===== src/cc_map.vh =====
`ifndef CC_MAP_VH
`define CC_MAP_VH
// register byte offsets
`define CC_OFF_CTRL 8'h00
`define CC_OFF_TA_VAL 8'h04
`define CC_OFF_TA_RLD 8'h08
`define CC_OFF_TB_VAL 8'h0c
`define CC_OFF_TB_RLD 8'h10
`define CC_OFF_STAT 8'h14
`define CC_OFF_MASK 8'h18
`define CC_OFF_SINGLE 8'h1c
`define CC_OFF_DOUBLE 8'h20
// per-channel regions, index in paddr[5:2]
`define CC_REGION_MODE 2'h1
`define CC_REGION_VAL 2'h2
// control register fields
`define CTRL_TA_SEL 2:0
`define CTRL_TA_RUN 3
`define CTRL_TB_SEL 6:4
`define CTRL_TB_RUN 7
`define CTRL_STAGGER 8
`define CTRL_RST 9'h000
// clock select codes: 0..4 divide by 1,2,4,8,16
`define SEL_DIV_MAX 3'h4
`define SEL_UPSTREAM 3'h5
`define SEL_EXT 3'h6
// channel config fields
`define CFG_MODE 2:0
`define CFG_TSEL 3
`define CFG_RST 4'h0
// channel modes
`define MD_OFF 3'h0
`define MD_CAP_RISE 3'h1
`define MD_CAP_FALL 3'h2
`define MD_CAP_BOTH 3'h3
`define MD_CMP0 3'h4
`define MD_CMP1 3'h5
`define MD_CMP2 3'h6
`define MD_CMP3 3'h7
// status layout
`define ST_TA_OVF 16
`define ST_TB_OVF 17
`define ST_RST 18'h00000
// timer constants
`define TMR_MAX 16'hffff
`define TMR_RST 16'h0000
`define TMR_ONE 16'h0001
`define SLOT_LAST 3'h7
`endif


===== src/cc_channel.v =====
`timescale 1ns/10ps
`default_nettype none
`include "cc_map.vh"
module cc_channel (
   // clock and reset
   input wire pclk,
   input wire presetn,
   // configuration
   input wire [2:0] mode,
   input wire tsel,
   input wire allow,
   input wire slot_ok,
   // time bases
   input wire [15:0] ta,
   input wire [15:0] tb,
   input wire ovf_a,
   input wire ovf_b,
   // pin edges and software write
   input wire pin_rise,
   input wire pin_fall,
   input wire wr,
   input wire [15:0] wdata,
   // results
   output reg [15:0] value,
   output reg evt
);
   wire [15:0] tmr = tsel ? tb : ta;
   wire ovf = tsel ? ovf_b : ovf_a;
   wire is_cmp = mode[2];
   wire eq = is_cmp && (tmr == value);
   wire once = (mode == `MD_CMP2) || (mode == `MD_CMP3);
   // selected capture edge
   wire cap_hit = ((mode == `MD_CAP_RISE) && pin_rise) ||
      ((mode == `MD_CAP_FALL) && pin_fall) ||
      ((mode == `MD_CAP_BOTH) && (pin_rise || pin_fall));
   reg eq_q;
   reg pend;
   reg fired;
   wire cmp_hit = eq && !eq_q && allow && !(once && fired);
   wire trig = cap_hit || cmp_hit;
   // capture, compare match and staggered event release
   always @(posedge pclk or negedge presetn) begin
      if (!presetn) begin
         value <= `TMR_RST;
         eq_q <= 1'b0;
         pend <= 1'b0;
         fired <= 1'b0;
         evt <= 1'b0;
      end else begin
         eq_q <= eq;
         // capture timer value
         if (wr)
            value <= wdata;
         else if (cap_hit)
            value <= tmr;
         // once per period
         if (cmp_hit && once)
            fired <= 1'b1;
         else if (ovf)
            fired <= 1'b0;
         // slot gated release
         evt <= slot_ok && (pend || trig);
         pend <= !slot_ok && (pend || trig);
      end
   end
endmodule // cc_channel
`default_nettype wire


===== src/capture_compare_array.v =====
// Operation
// Up to 16 channels resolve to one clock, or to eight clocks when staggered.
// Two independent 16-bit timers each have their own reload register.
// Each timer clocks from a prescaled system clock or upstream timer overflows.
// The first timer can count edges of an external count input.
// Sixteen channel registers each pick a timer and capture or compare use.
// Each channel owns one pin, a capture input or a compare output.
// Compare mode 0 only interrupts, on every match, leaving the pin alone.
// Compare mode 1 inverts the pin on every match.
// Compare mode 2 interrupts at most once per timer period.
// Compare mode 3 sets the pin on match and clears it on timer overflow.
// Double register mode lets two channels toggle one shared pin.
// Single event option stops a channel after its first compare event.
// Capture copies the allocated timer into the channel register on a pin event.
// Every capture raises that channel's own interrupt status bit.
// The capture trigger is a rising, falling or either edge.
// Compare channels are checked against their timer continuously.
// On overflow a timer loads its reload value and keeps counting.
//
// Implementation choices: the register addresses and register access over APB.
`timescale 1ns/10ps
`default_nettype none
`include "cc_map.vh"
module capture_compare_array #(
   parameter CHANNELS = 16
) (
   // clock and reset
   input wire pclk,
   input wire presetn,
   // apb slave
   input wire psel,
   input wire penable,
   input wire pwrite,
   input wire [7:0] paddr,
   input wire [31:0] pwdata,
   output reg [31:0] prdata,
   output reg pready,
   output reg pslverr,
   // timer clock sources
   input wire upstream_ovf,
   input wire ext_count_in,
   // channel pins
   input wire [15:0] pin_in,
   output reg [15:0] pin_out,
   output reg [15:0] pin_oe,
   // interrupt
   output reg irq
);
   reg [8:0] ctrl;
   reg [17:0] status;
   reg [17:0] mask;
   reg [15:0] single;
   reg [15:0] halted;
   reg [7:0] dbl;
   reg [3:0] ch_cfg [0:15];
   reg [3:0] psc;
   reg [2:0] slot;
   reg ext_prev;
   reg [15:0] pin_prev;
   reg [31:0] rd_data;
   reg rd_hit;
   // flattened timer and channel buses
   wire [31:0] tmr_flat;
   wire [31:0] rld_flat;
   wire [1:0] tmr_ovf;
   wire [255:0] val_flat;
   wire [15:0] evt;
   wire [31:0] evt_ext = {16'h0000, evt};
   wire [15:0] dbl_ext = {8'h00, dbl};
   // bus and mode decode
   wire stagger = ctrl[`CTRL_STAGGER];
   wire setup = psel && !penable;
   wire wr_go = psel && penable && pready && pwrite;
   wire rd_go = psel && penable && pready && !pwrite;
   wire [3:0] idx = paddr[5:2];
   wire mode_wr = wr_go && (paddr[7:6] == `CC_REGION_MODE);
   wire val_wr = wr_go && (paddr[7:6] == `CC_REGION_VAL);
   // input edges seen against the last cycle
   wire ext_rise = ext_count_in && !ext_prev;
   wire [15:0] pin_rise = pin_in & ~pin_prev;
   wire [15:0] pin_fall = ~pin_in & pin_prev;
   // prescaler taps for the divided clock selects
   wire [4:0] div_en = {&psc, &psc[2:0], &psc[1:0], psc[0], 1'b1};
   integer i;
   integer j;
   integer k;
   reg [2:0] ch_md;
   reg ch_ovf;
   reg [15:0] pin_en;
   reg [15:0] pin_tgl;
   reg [15:0] pin_set;
   reg [15:0] pin_clr;

   // selects the counting event for a timer
   function clk_tick;
      input [2:0] sel;
      input [4:0] div;
      input up;
      input ext;
      input first;
      begin
         if (sel <= `SEL_DIV_MAX)
            clk_tick = div[sel];
         else if (sel == `SEL_UPSTREAM)
            clk_tick = up;
         else if (sel == `SEL_EXT)
            clk_tick = ext && first;
         else
            clk_tick = 1'b0;
      end
   endfunction

   // next timer value, wrapping past the top to the reload value
   function [15:0] next_count;
      input [15:0] cur;
      input [15:0] rld;
      begin
         if (cur == `TMR_MAX)
            next_count = rld;
         else
            next_count = cur + `TMR_ONE;
      end
   endfunction

   // prescaler, stagger slot and input edge history
   always @(posedge pclk or negedge presetn) begin
      if (!presetn) begin
         psc <= 4'h0;
         slot <= 3'h0;
         ext_prev <= 1'b0;
         pin_prev <= 16'h0000;
      end else begin
         psc <= psc + 4'h1;
         // rotating channel slot
         slot <= slot + 3'h1;
         ext_prev <= ext_count_in;
         pin_prev <= pin_in;
      end
   end

   // the two time bases
   // two independent timers
   genvar t;
   generate
      for (t = 0; t < 2; t = t + 1) begin : tb_gen
         reg [15:0] cnt;
         reg [15:0] rld;
         reg ovf_q;
         wire [2:0] sel = t ? ctrl[`CTRL_TB_SEL] : ctrl[`CTRL_TA_SEL];
         wire run = t ? ctrl[`CTRL_TB_RUN] : ctrl[`CTRL_TA_RUN];
         wire [7:0] val_off = t ? `CC_OFF_TB_VAL : `CC_OFF_TA_VAL;
         wire [7:0] rld_off = t ? `CC_OFF_TB_RLD : `CC_OFF_TA_RLD;
         // clock source select
         wire tick = run &&
            clk_tick(sel, div_en, upstream_ovf, ext_rise, t == 0) &&
            (!stagger || slot == `SLOT_LAST);
         assign tmr_flat[t*16 +: 16] = cnt;
         assign rld_flat[t*16 +: 16] = rld;
         assign tmr_ovf[t] = ovf_q;
         always @(posedge pclk or negedge presetn) begin
            if (!presetn) begin
               cnt <= `TMR_RST;
               rld <= `TMR_RST;
               ovf_q <= 1'b0;
            end else begin
               ovf_q <= 1'b0;
               if (wr_go && paddr == rld_off)
                  rld <= pwdata[15:0];
               if (wr_go && paddr == val_off)
                  cnt <= pwdata[15:0];
               else if (tick) begin
                  // reload on overflow
                  cnt <= next_count(cnt, rld);
                  ovf_q <= (cnt == `TMR_MAX);
               end
            end
         end
      end
   endgenerate

   // channel array
   genvar g;
   generate
      for (g = 0; g < CHANNELS; g = g + 1) begin : ch_gen
         localparam integer SLOT_N = g % 8;
         wire [2:0] md = ch_cfg[g][`CFG_MODE];
         wire tsel = ch_cfg[g][`CFG_TSEL];
         // one dual purpose channel
         cc_channel u_ch (
            .pclk(pclk),
            .presetn(presetn),
            .mode(md),
            .tsel(tsel),
            .allow(!halted[g]),
            .slot_ok(!stagger || slot == SLOT_N[2:0]),
            .ta(tmr_flat[15:0]),
            .tb(tmr_flat[31:16]),
            .ovf_a(tmr_ovf[0]),
            .ovf_b(tmr_ovf[1]),
            .pin_rise(pin_rise[g]),
            .pin_fall(pin_fall[g]),
            .wr(val_wr && idx == g),
            .wdata(pwdata[15:0]),
            .value(val_flat[g*16 +: 16]),
            .evt(evt[g])
         );
      end
   endgenerate

   // compare modes that own their pin
   function drives_pin;
      input [2:0] md;
      begin
         drives_pin = (md == `MD_CMP1) || (md == `MD_CMP3);
      end
   endfunction

   // per channel pin requests, one process for the whole pin bus
   always @* begin
      ch_md = `MD_OFF;
      ch_ovf = 1'b0;
      pin_en = 16'h0000;
      pin_tgl = 16'h0000;
      pin_set = 16'h0000;
      pin_clr = 16'h0000;
      for (j = 0; j < 16; j = j + 1) begin
         ch_md = ch_cfg[j][`CFG_MODE];
         ch_ovf = tmr_ovf[ch_cfg[j][`CFG_TSEL]];
         // pin driven by compare modes 1 and 3, or by double register mode
         pin_en[j] = drives_pin(ch_md) || dbl_ext[j];
         // toggle on own or partner match
         pin_tgl[j] = ((ch_md == `MD_CMP1) && evt[j]) ||
            (dbl_ext[j] && evt_ext[j + 8]);
         // set on match, clear on overflow
         pin_set[j] = (ch_md == `MD_CMP3) && evt[j];
         pin_clr[j] = (ch_md == `MD_CMP3) && ch_ovf;
      end
   end

   // pin flops: a toggle beats a set, a set beats the overflow clear
   always @(posedge pclk or negedge presetn) begin
      if (!presetn) begin
         pin_out <= 16'h0000;
         pin_oe <= 16'h0000;
      end else begin
         pin_oe <= pin_en;
         for (k = 0; k < 16; k = k + 1) begin
            if (pin_tgl[k])
               pin_out[k] <= !pin_out[k];
            else if (pin_set[k])
               pin_out[k] <= 1'b1;
            else if (pin_clr[k])
               pin_out[k] <= 1'b0;
         end
      end
   end

   // software configuration and single event bookkeeping
   always @(posedge pclk or negedge presetn) begin
      if (!presetn) begin
         ctrl <= `CTRL_RST;
         mask <= `ST_RST;
         single <= 16'h0000;
         halted <= 16'h0000;
         dbl <= 8'h00;
         for (i = 0; i < 16; i = i + 1)
            ch_cfg[i] <= `CFG_RST;
      end else begin
         if (wr_go && paddr == `CC_OFF_CTRL)
            ctrl <= pwdata[8:0];
         if (wr_go && paddr == `CC_OFF_MASK)
            mask <= pwdata[17:0];
         if (wr_go && paddr == `CC_OFF_SINGLE)
            single <= pwdata[15:0];
         if (wr_go && paddr == `CC_OFF_DOUBLE)
            dbl <= pwdata[7:0];
         for (i = 0; i < 16; i = i + 1) begin
            if (mode_wr && idx == i) begin
               ch_cfg[i] <= pwdata[3:0];
               halted[i] <= 1'b0;
            end
            // stop after first event
            if (evt[i] && single[i] && ch_cfg[i][2]) begin
               single[i] <= 1'b0;
               halted[i] <= 1'b1;
            end
         end
      end
   end

   // sticky status, cleared by reading, and the interrupt line
   always @(posedge pclk or negedge presetn) begin
      if (!presetn) begin
         status <= `ST_RST;
         irq <= 1'b0;
      end else begin
         // every event sets its bit
         if (rd_go && paddr == `CC_OFF_STAT)
            status <= (status & ~prdata[17:0]) | {tmr_ovf, evt};
         else
            status <= status | {tmr_ovf, evt};
         irq <= |(status & mask);
      end
   end

   // read data decode
   always @* begin
      rd_data = 32'h00000000;
      rd_hit = 1'b1;
      case (paddr[7:6])
         `CC_REGION_MODE: rd_data[3:0] = ch_cfg[idx];
         `CC_REGION_VAL: rd_data[15:0] = val_flat[idx*16 +: 16];
         default: begin
            case (paddr)
               `CC_OFF_CTRL: rd_data[8:0] = ctrl;
               `CC_OFF_TA_VAL: rd_data[15:0] = tmr_flat[15:0];
               `CC_OFF_TA_RLD: rd_data[15:0] = rld_flat[15:0];
               `CC_OFF_TB_VAL: rd_data[15:0] = tmr_flat[31:16];
               `CC_OFF_TB_RLD: rd_data[15:0] = rld_flat[31:16];
               `CC_OFF_STAT: rd_data[17:0] = status;
               `CC_OFF_MASK: rd_data[17:0] = mask;
               `CC_OFF_SINGLE: rd_data = {halted, single};
               `CC_OFF_DOUBLE: rd_data[7:0] = dbl;
               default: rd_hit = 1'b0;
            endcase
         end
      endcase
   end

   // apb answer: one wait-free access phase after setup
   always @(posedge pclk or negedge presetn) begin
      if (!presetn) begin
         prdata <= 32'h00000000;
         pready <= 1'b0;
         pslverr <= 1'b0;
      end else begin
         pready <= setup;
         if (setup) begin
            prdata <= pwrite ? 32'h00000000 : rd_data;
            pslverr <= !rd_hit;
         end else if (!psel) begin
            pslverr <= 1'b0;
         end
      end
   end
endmodule // capture_compare_array
`default_nettype wire


===== config.mk =====
export PLATFORM = sky130hd
export DESIGN_NAME = capture_compare_array
export DESIGN_NICKNAME = d
export VERILOG_FILES = /design/src/cc_channel.v /design/src/capture_compare_array.v
export VERILOG_INCLUDE_DIRS = /design/src
export SDC_FILE = /design/constraint.sdc
export NUM_CORES = 2
export LEC_CHECK = 0
export BUFFER_PORTS_ARGS = -buffer_cell sky130_fd_sc_hd__buf_2
export CELL_PAD_IN_SITES_DETAIL_PLACEMENT = 1
export CELL_PAD_IN_SITES_GLOBAL_PLACEMENT = 1
export CORE_UTILIZATION = 55
export CTS_BUF_LIST = sky130_fd_sc_hd__clkbuf_8
export CTS_CLUSTER_DIAMETER = 150
export DETAILED_ROUTE_END_ITERATION = 8
export PLACE_DENSITY_LB_ADDON = 0.1
export SLEW_MARGIN = 20
export SYNTH_ARGS = -nofsm -noshare
export SYNTH_HDL_FRONTEND = slang
export SYNTH_SLANG_ARGS = --single-unit

===== constraint.sdc =====
create_clock -name pclk -period 3.9 [get_ports pclk]
set_clock_uncertainty 0.1 [all_clocks]
set_input_delay 0.195 -clock pclk [delete_from_list [all_inputs] [get_ports pclk]]
set_output_delay 0.195 -clock pclk [all_outputs]
set_load 0.01 [all_outputs]

Word level (Yosys, flattened, before mapping)
Cells that the tools add are included.
{ "totals": {"mem_bits_rw": 0, "regBits": 626, "romBits": 0, "mem_count": 0, "input_bits": 63, "latch_bits": 0, "wordCells": 1215} }
{ "op_classes": {"n_mul": 0, "addsub": 4, "eq_ne": 150, "n_reduce_logical": 621, "bitwise": 10, "div_mod_pow": 0, "muxes": 245, "shift": 1, "n_lt_le_gt_ge": 21} }
{ "op_table": {"columns": ["operator", "n"], "rows": [
  ["$mux W16", 56],
  ["$logic_and A1 B1 Y1", 317],
  ["$eq A16 B16 Y1", 16],
  ["$shiftx A256 B9 Y16", 1],
  ["$mux W1", 175],
  ["$eq A3 B3 Y1 const B", 55],
  ["$logic_or A1 B1 Y1", 136],
  ["$reduce_bool A2 Y1", 66],
  ["$eq A3 B2 Y1 const B", 34],
  ["$logic_not A1 Y1", 77],
  ["$pmux W8 S9", 1],
  ["$eq A3 B1 Y1 const B", 17],
  ["$pmux W7 S7", 1],
  ["$reduce_bool A3 Y1", 16],
  ["$and A18 B18 Y18", 2],
  ["$or A18 B18 Y18", 2],
  ["$add A16 B1 Y16 const B", 2],
  ["$and A16 B16 Y16", 2],
  ["$eq A16 B16 Y1 const B", 2],
  ["$eq A4 B4 Y1 const B", 8],
  ["$eq A8 B5 Y1 const B", 4],
  ["$lt A1 B2 Y1 const B", 16],
  ["$mux W32", 1],
  ["$not A16 Y16", 2],
  ["34 further kinds", 43]
]} }

Depth between registers and ports, before layout
{ "logic_depth": {"ltp_word": 9, "depth_mapped": 10} }

By module
A second synthesis with hierarchy kept.
{ "hier_totals": {"cells_unflattened": 4032, "hier_area_um2": 39148.8} }
{ "by_module_without_submodules": {"columns": ["module", "area_each_um2", "instances", "cells_per_inst", "seq_area_each_um2"], "rows": [
  ["cc_channel", 1348.8, 16, 155, 500.5],
  ["capture_compare_array", 17568.1, 1, 1552, 7657.3]
]} }

Least setup slack after synthesis
No wires, ideal clock.
{ "synth_timing": {"kind": "reg-to-reg", "start": "register psc[0]", "end": "register tb_gen[0].cnt[12]", "slack_ns": 1.758, "t_arrival_ns": 1.919, "stages_incl_launch_ff": 11, "cell_sequence": "dfrtp_1 -> ha_1 -> ha_1 -> nand2_1 -> a311oi_1 -> a211o_1 -> and3_1 -> buf_2 -> buf_2 -> a31oi_1 -> o21ai_1"} }
{ "synth_between": {"elab_chain_len": 7, "elab_cells_between_ends": 9} }
{ "synth_rtl": {"columns": ["element", "line_no", "text"], "rows": [
  ["start, declared", "capture_compare_array.v:56", "reg [3:0] psc;"],
  ["start signal, assigned", "capture_compare_array.v:133", "psc <= psc + 4'h1;"],
  ["$reduce_and A4 Y1 (tied with other cells)", "capture_compare_array.v:83", "wire [4:0] div_en = {&psc, &psc[2:0], &psc[1:0], psc[0], 1'b1};"],
  ["$bmux W1 S3 *", "capture_compare_array.v:103", "clk_tick = div[sel];"],
  ["$mux W1 (implied by the code) *", "capture_compare_array.v:103", null],
  ["$mux W1 *", "capture_compare_array.v:102", "if (sel <= `SEL_DIV_MAX)"],
  ["$logic_and A1 B1 Y1 * (2 in a row)", "capture_compare_array.v:154", "wire tick = run &&"],
  ["$reduce_bool A2 Y1 (no line) *", null, null],
  ["end signal, assigned", "capture_compare_array.v:162", "cnt <= `TMR_RST;"],
  ["end signal, assigned", "capture_compare_array.v:170", "cnt <= pwdata[15:0];"],
  ["end signal, assigned", "capture_compare_array.v:173", "cnt <= next_count(cnt, rld);"],
  ["end, declared", "capture_compare_array.v:146", "reg [15:0] cnt;"]
]} }
Mark *: on every way between the ends. The rest lies on a longest branch, timed or not. The select of a mux whose other input is x is not followed.
A chain may end at the register's enable or synchronous reset.

Final worst setup path
{ "layout_timing": {"start": "register tb_gen[1].cnt[8]", "end": "register ch_gen[5].u_ch.fired"} }
{ "layout_between": {"elab_chain_len": 8, "elab_cells_between_ends": 9} }
{ "layout_rtl": {"columns": ["element", "line_no", "text"], "rows": [
  ["start, declared", "capture_compare_array.v:146", null],
  ["start signal, assigned", "capture_compare_array.v:162", null],
  ["start signal, assigned", "capture_compare_array.v:170", null],
  ["start signal, assigned", "capture_compare_array.v:173", null],
  ["$mux W16 *", "cc_channel.v:27", "wire [15:0] tmr = tsel ? tb : ta;"],
  ["$eq A16 B16 Y1 *", "cc_channel.v:30", "wire eq = is_cmp && (tmr == value);"],
  ["$logic_and A1 B1 Y1 *", "cc_channel.v:30", null],
  ["$logic_and A1 B1 Y1 * (3 in a row)", "cc_channel.v:39", "wire cmp_hit = eq && !eq_q && allow && !(once && fired);"],
  ["$logic_and A1 B1 Y1 *", "cc_channel.v:57", "if (cmp_hit && once)"],
  ["$mux W1 / $reduce_bool A2 Y1 (equally long branches)", null, null],
  ["end signal, assigned", "cc_channel.v:47", "fired <= 1'b0;"],
  ["end signal, assigned", "cc_channel.v:58", "fired <= 1'b1;"],
  ["end signal, assigned", "cc_channel.v:60", "fired <= 1'b0;"],
  ["end, declared", "cc_channel.v:38", "reg fired;"]
]} }
Mark *: on every way between the ends. The rest lies on a longest branch, timed or not.

==> summary.txt <==
OUTCOME
--------------------------------------------------------------------------------
Status                                                              finished, violations left
Violations in the final reports                                      hold timing

CRITICAL PATH
--------------------------------------------------------------------------------
Crit-path slowest cell                                                   dfrtp_1
Data arrival time of the worst path                                      4.07 ns
Crit-path cells                                                     mux2i_1 > xnor2_1 > nor4_1 > nand4_1 > nor3_2 > a31o_2
Classification of the worst setup path                              register to register
Type of element launching the critical path                             register
Worst reg-to-reg setup slack                                             0.43 ns
Worst path top cell family by delay                                 simple AND/OR/NAND/NOR gates
Sort of element at the end of the critical path                         register
Biggest fanout along the worst timing path                                    14
Stage delay of the slowest cell on the critical path                     1.15 ns
Required time of the critical path                                       4.50 ns
Critical path buffer and inverter count                                        0

DETAILED ROUTING
--------------------------------------------------------------------------------
First-pass DRT Iterations                                                      7
Total wirelength of the detailed-routed design                      177000 microns
Remaining design rule violation count                                          0
DRT antenna net count                                                          0
Iteration-0 DRC Markers                                                     4828
Via count                                                                  36410
Post-DR wirelength/cell                                             34.46 microns
Detailed-route vias per instance                                           7.087

FLOORPLAN
--------------------------------------------------------------------------------
Placeable core region                                               0.06859 sq mm
Die extent in y                                                     265.4 microns
Die Footprint                                                       0.07043 sq mm
Starting utilization of the core area                                     0.5563
Die boundary width                                                  265.4 microns
I/O pins                                                                     130
Standard-cell rows                                                            96

CLOCK TREE
--------------------------------------------------------------------------------
Number of CTS-inserted buffers                                               113
CTS tree                                                                   built
Setup repair bufs after CTS                                                    0
Number of H-tree levels                                                        3
Clk sinks                                                                    626
Buffer cell driving the clock tree root                                 clkbuf_8
Clock-pin transition on the worst setup and hold timing paths            0.08 ns
Clock latency on the worst-skew pair                                     0.77 ns
Number of buffers on the longest clock path                                    3

TIMING
--------------------------------------------------------------------------------
Transition time of the tightest slew-check pin                          1.243 ns
Relative max-transition margin                                            0.1713
Crit path setup slack, layout                                          0.4313 ns
Number of endpoints with negative hold slack in the final report               3
Worst Hold Margin                                                    -0.01399 ns
Setup TNS after final layout                                                0 ns
RSZ-0062 raised after global routing                                          no
Total of endpoints with negative setup slack in the final report               0
Final critical delay including setup and external delays                3.469 ns
Highest Clock Rate                                                     288.3 MHz
Max Slew Vio Count                                                             0
Final period utilization                                                  0.8894

YOSYS
--------------------------------------------------------------------------------
Post-synth net total                                                        4093
Post-synth top flop                                                      dfrtp_1
Number of enable-type register cells in the synthesized netlist                0
Synthesized flop and latch total                                             626
Synthesis warning total                                                        0
Cell count after synthesis                                                  3985
Synth Area per Inst                                                  9.575 sq um
Count of different cell masters after synthesis                               75
Synth async-reset ratio                                                    1.000
Netlist area before placement                                       0.03816 sq mm
Seq/Total Area, Yosys                                                     0.4106

POWER AND IR DROP
--------------------------------------------------------------------------------
Leakage power summed over all cells                                     17.54 nW
P_int                                                                  0.01157 W
Switching fraction of total power                                         0.3382
Max VDD drop                                                           0.3454 mV
Proportion of power drawn by the clock network                             0.366
Comb power frac                                                            0.191
Switching pwr                                                         0.005915 W
Power per unit of standard cell area                                409.1 mW/mm^2
Fraction of power consumed by sequential logic                             0.443

PLACED DESIGN
--------------------------------------------------------------------------------
Port Buffers                                                                 115
Post-detail-place hpwl                                              119700 microns
Gpl congestion                                                             1.045
Worst-case setup slack after placement                                 0.6312 ns

GLOBAL ROUTING
--------------------------------------------------------------------------------
Number of antenna violations at the first check in global routing             11
Via count of the first global-routing pass                                 37360
Global-route total usage across every layer                               0.5022
Total congestion overflow                                                      0
Largest net degree at the start of global routing                             99
Wire length of the first global-routing pass                        257100 microns

LAYOUT
--------------------------------------------------------------------------------
Leading cell types in the layout, fill and taps excluded            697 x nand2_1, 625 x dfrtp_1, 563 x o21ai_0, 336 x mux2i_1, 244 x xnor2_1
Post-synthesis to final-layout area growth                                12.03%
Most common library cell in the layout ignoring fill and taps            nand2_1
Final net count                                                             4215
Ratio of cells with drive above 1 in the final layout                     0.1832

WORST HOLD PATH
--------------------------------------------------------------------------------
Hold Crit Class                                                     input port to asynchronous set/reset pin

RUN
--------------------------------------------------------------------------------
Max-capacitance violation count                                                0

[metrics by stage]
stage	utilization	cells	cell area, sq um	power [W]	hold slack (ns)
final	0.6232	5137	42740	0.01749	-0.01399
after global routing	0.6230	5132	42730	0.01788	0.06042
after CTS	0.6229	5128	42720	0.01723	0.000002054
after detailed placement	0.5823	4871	39940	0.01092	0.2170
after global placement	0.5823	4871	39940	0.01076	0.2190
after floorplan	-	3985	38160	0.009344	-0.2006
[cells by family (layout without fill, tap and decap cells)]
| kind of cell | after synthesis | count (layout) | share of synthesized area |
|---|---|---|---|
| buffers and inverters | 406 | 618 | 0.04942 |
| other | 0 | 9 | 0 |
| muxes | 567 | 567 | 0.1785 |
| adders and majority gates | 45 | 45 | 0.01476 |
| DFF | 626 | 626 | 0.4106 |
| xor gates and xnor gates | 262 | 262 | 0.06014 |
| and+or+nand+nor | 1104 | 1104 | 0.1310 |
| AOI/OAI and AO/OA | 975 | 975 | 0.1557 |
[Yosys cell counts (all sizes together), types with 6 or more instances]
library cell  count  area share
nand2           698       0.069
dfrtp           626        0.41
o21ai           570       0.075
mux2i           336       0.088
xnor2           244       0.056
clkbuf          214       0.021
mux2            156       0.046
buf             125       0.022
nor2             86      0.0091
mux4             75       0.044
nor3             74       0.012
a21oi            73      0.0096
inv              67      0.0066
nor4             52      0.0087
ha               45       0.015
nand3            43      0.0056
a22oi            35      0.0069
a31oi            35      0.0057
and2             35      0.0057
o31a             32      0.0073
a22o             31      0.0071
nand4            29      0.0048
a21o             21      0.0041
a32o             21      0.0055
o211ai           20      0.0039
o31ai            20      0.0039
xor2             18      0.0041
and3             16      0.0026
nand2b           14      0.0023
nor2b            14      0.0023
a221oi           13      0.0030
nand3b           11      0.0022
nand4b           11      0.0025
a222oi           10      0.0026
a31o             10      0.0023
a211o             9      0.0021
a311o             9      0.0024
o221ai            9      0.0021
o2bb2ai           9      0.0021
a32oi             8      0.0018
o22ai             8      0.0013
a211oi            6      0.0012
[worst reg2reg max path, stage by stage, from the launching register on]
cell	delay (ns)
dfrtp_1	1.15
mux2i_1	0.31
xnor2_1	0.23
nor4_1	0.74
nand4_1	0.41
nor3_2	0.30
a31o_2	0.19
[final timing paths]
kind                                              start                                   end  depth (start not counted)
setup / recovery           tb_gen[1].cnt[8]$_DFFE_PN0P_      ch_gen[5].u_ch.fired$_DFFE_PN0P_                          6
hold / removal                                  presetn                pin_prev[13]$_DFF_PN0_                          2
setup reg to reg           tb_gen[1].cnt[8]$_DFFE_PN0P_      ch_gen[5].u_ch.fired$_DFFE_PN0P_                          6
hold reg to reg                  ch_cfg[63]$_DFFE_PN0P_                ch_cfg[63]$_DFFE_PN0P_                          1
max in group asynchronous                       presetn  ch_gen[5].u_ch.value[12]$_DFFE_PN0P_                          3
min in group pclk                            pin_in[15]                pin_prev[15]$_DFF_PN0_                          2
[cell type report]
class                   count  area, sq um
clock buffers             141         1941
multi-input cells        2953        20730
diodes                      9        22.52
well taps                 931         1165
repair buffers            346         2651
inverters                  67        251.5
fillers                  7576        25840
flip-flops and latches    626        15670
clock inverters            64        320.3
[repair_timing]
action	in CTS	in global routing
endpoints found under the setup margin	0	0
hold buffers	52	0
hold endpoints to repair	306	0
resized for setup	0	0
[routing by layer]
layer / global-route usage / up-vias / wire (microns) / share of wire
met5: 0.01040 / - / 143 / 0.00081
met3: 0.1766 / 674 / 24180 / 0.14
met1: 0.6570 / 18540 / 66980 / 0.38
met4: 0.2943 / 10 / 11630 / 0.066
li1: - / 14490 / - / -
met2: 0.7166 / 2701 / 74110 / 0.42
[flip-flops by register name, summed over array words and instances (netlist names), 18 cells and up]
register / cells
mask: 18
ch_cfg: 64
status: 18
tb_gen.cnt: 32
prdata: 32
ch_gen.u_ch.value: 256
tb_gen.rld: 32
[power groups by stage]
stage / clock (W) / sequential (W) / combinational (W)
final: 0.00640 / 0.00775 / 0.00334
after global routing: 0.00662 / 0.00778 / 0.00348
after CTS: 0.00633 / 0.00771 / 0.00318
after detailed placement: 0 / 0.00782 / 0.00311
after global placement: 0 / 0.00776 / 0.00300
after floorplan: 0 / 0.00756 / 0.00178
No activity file was read; power rests on OpenSTA's default activity.
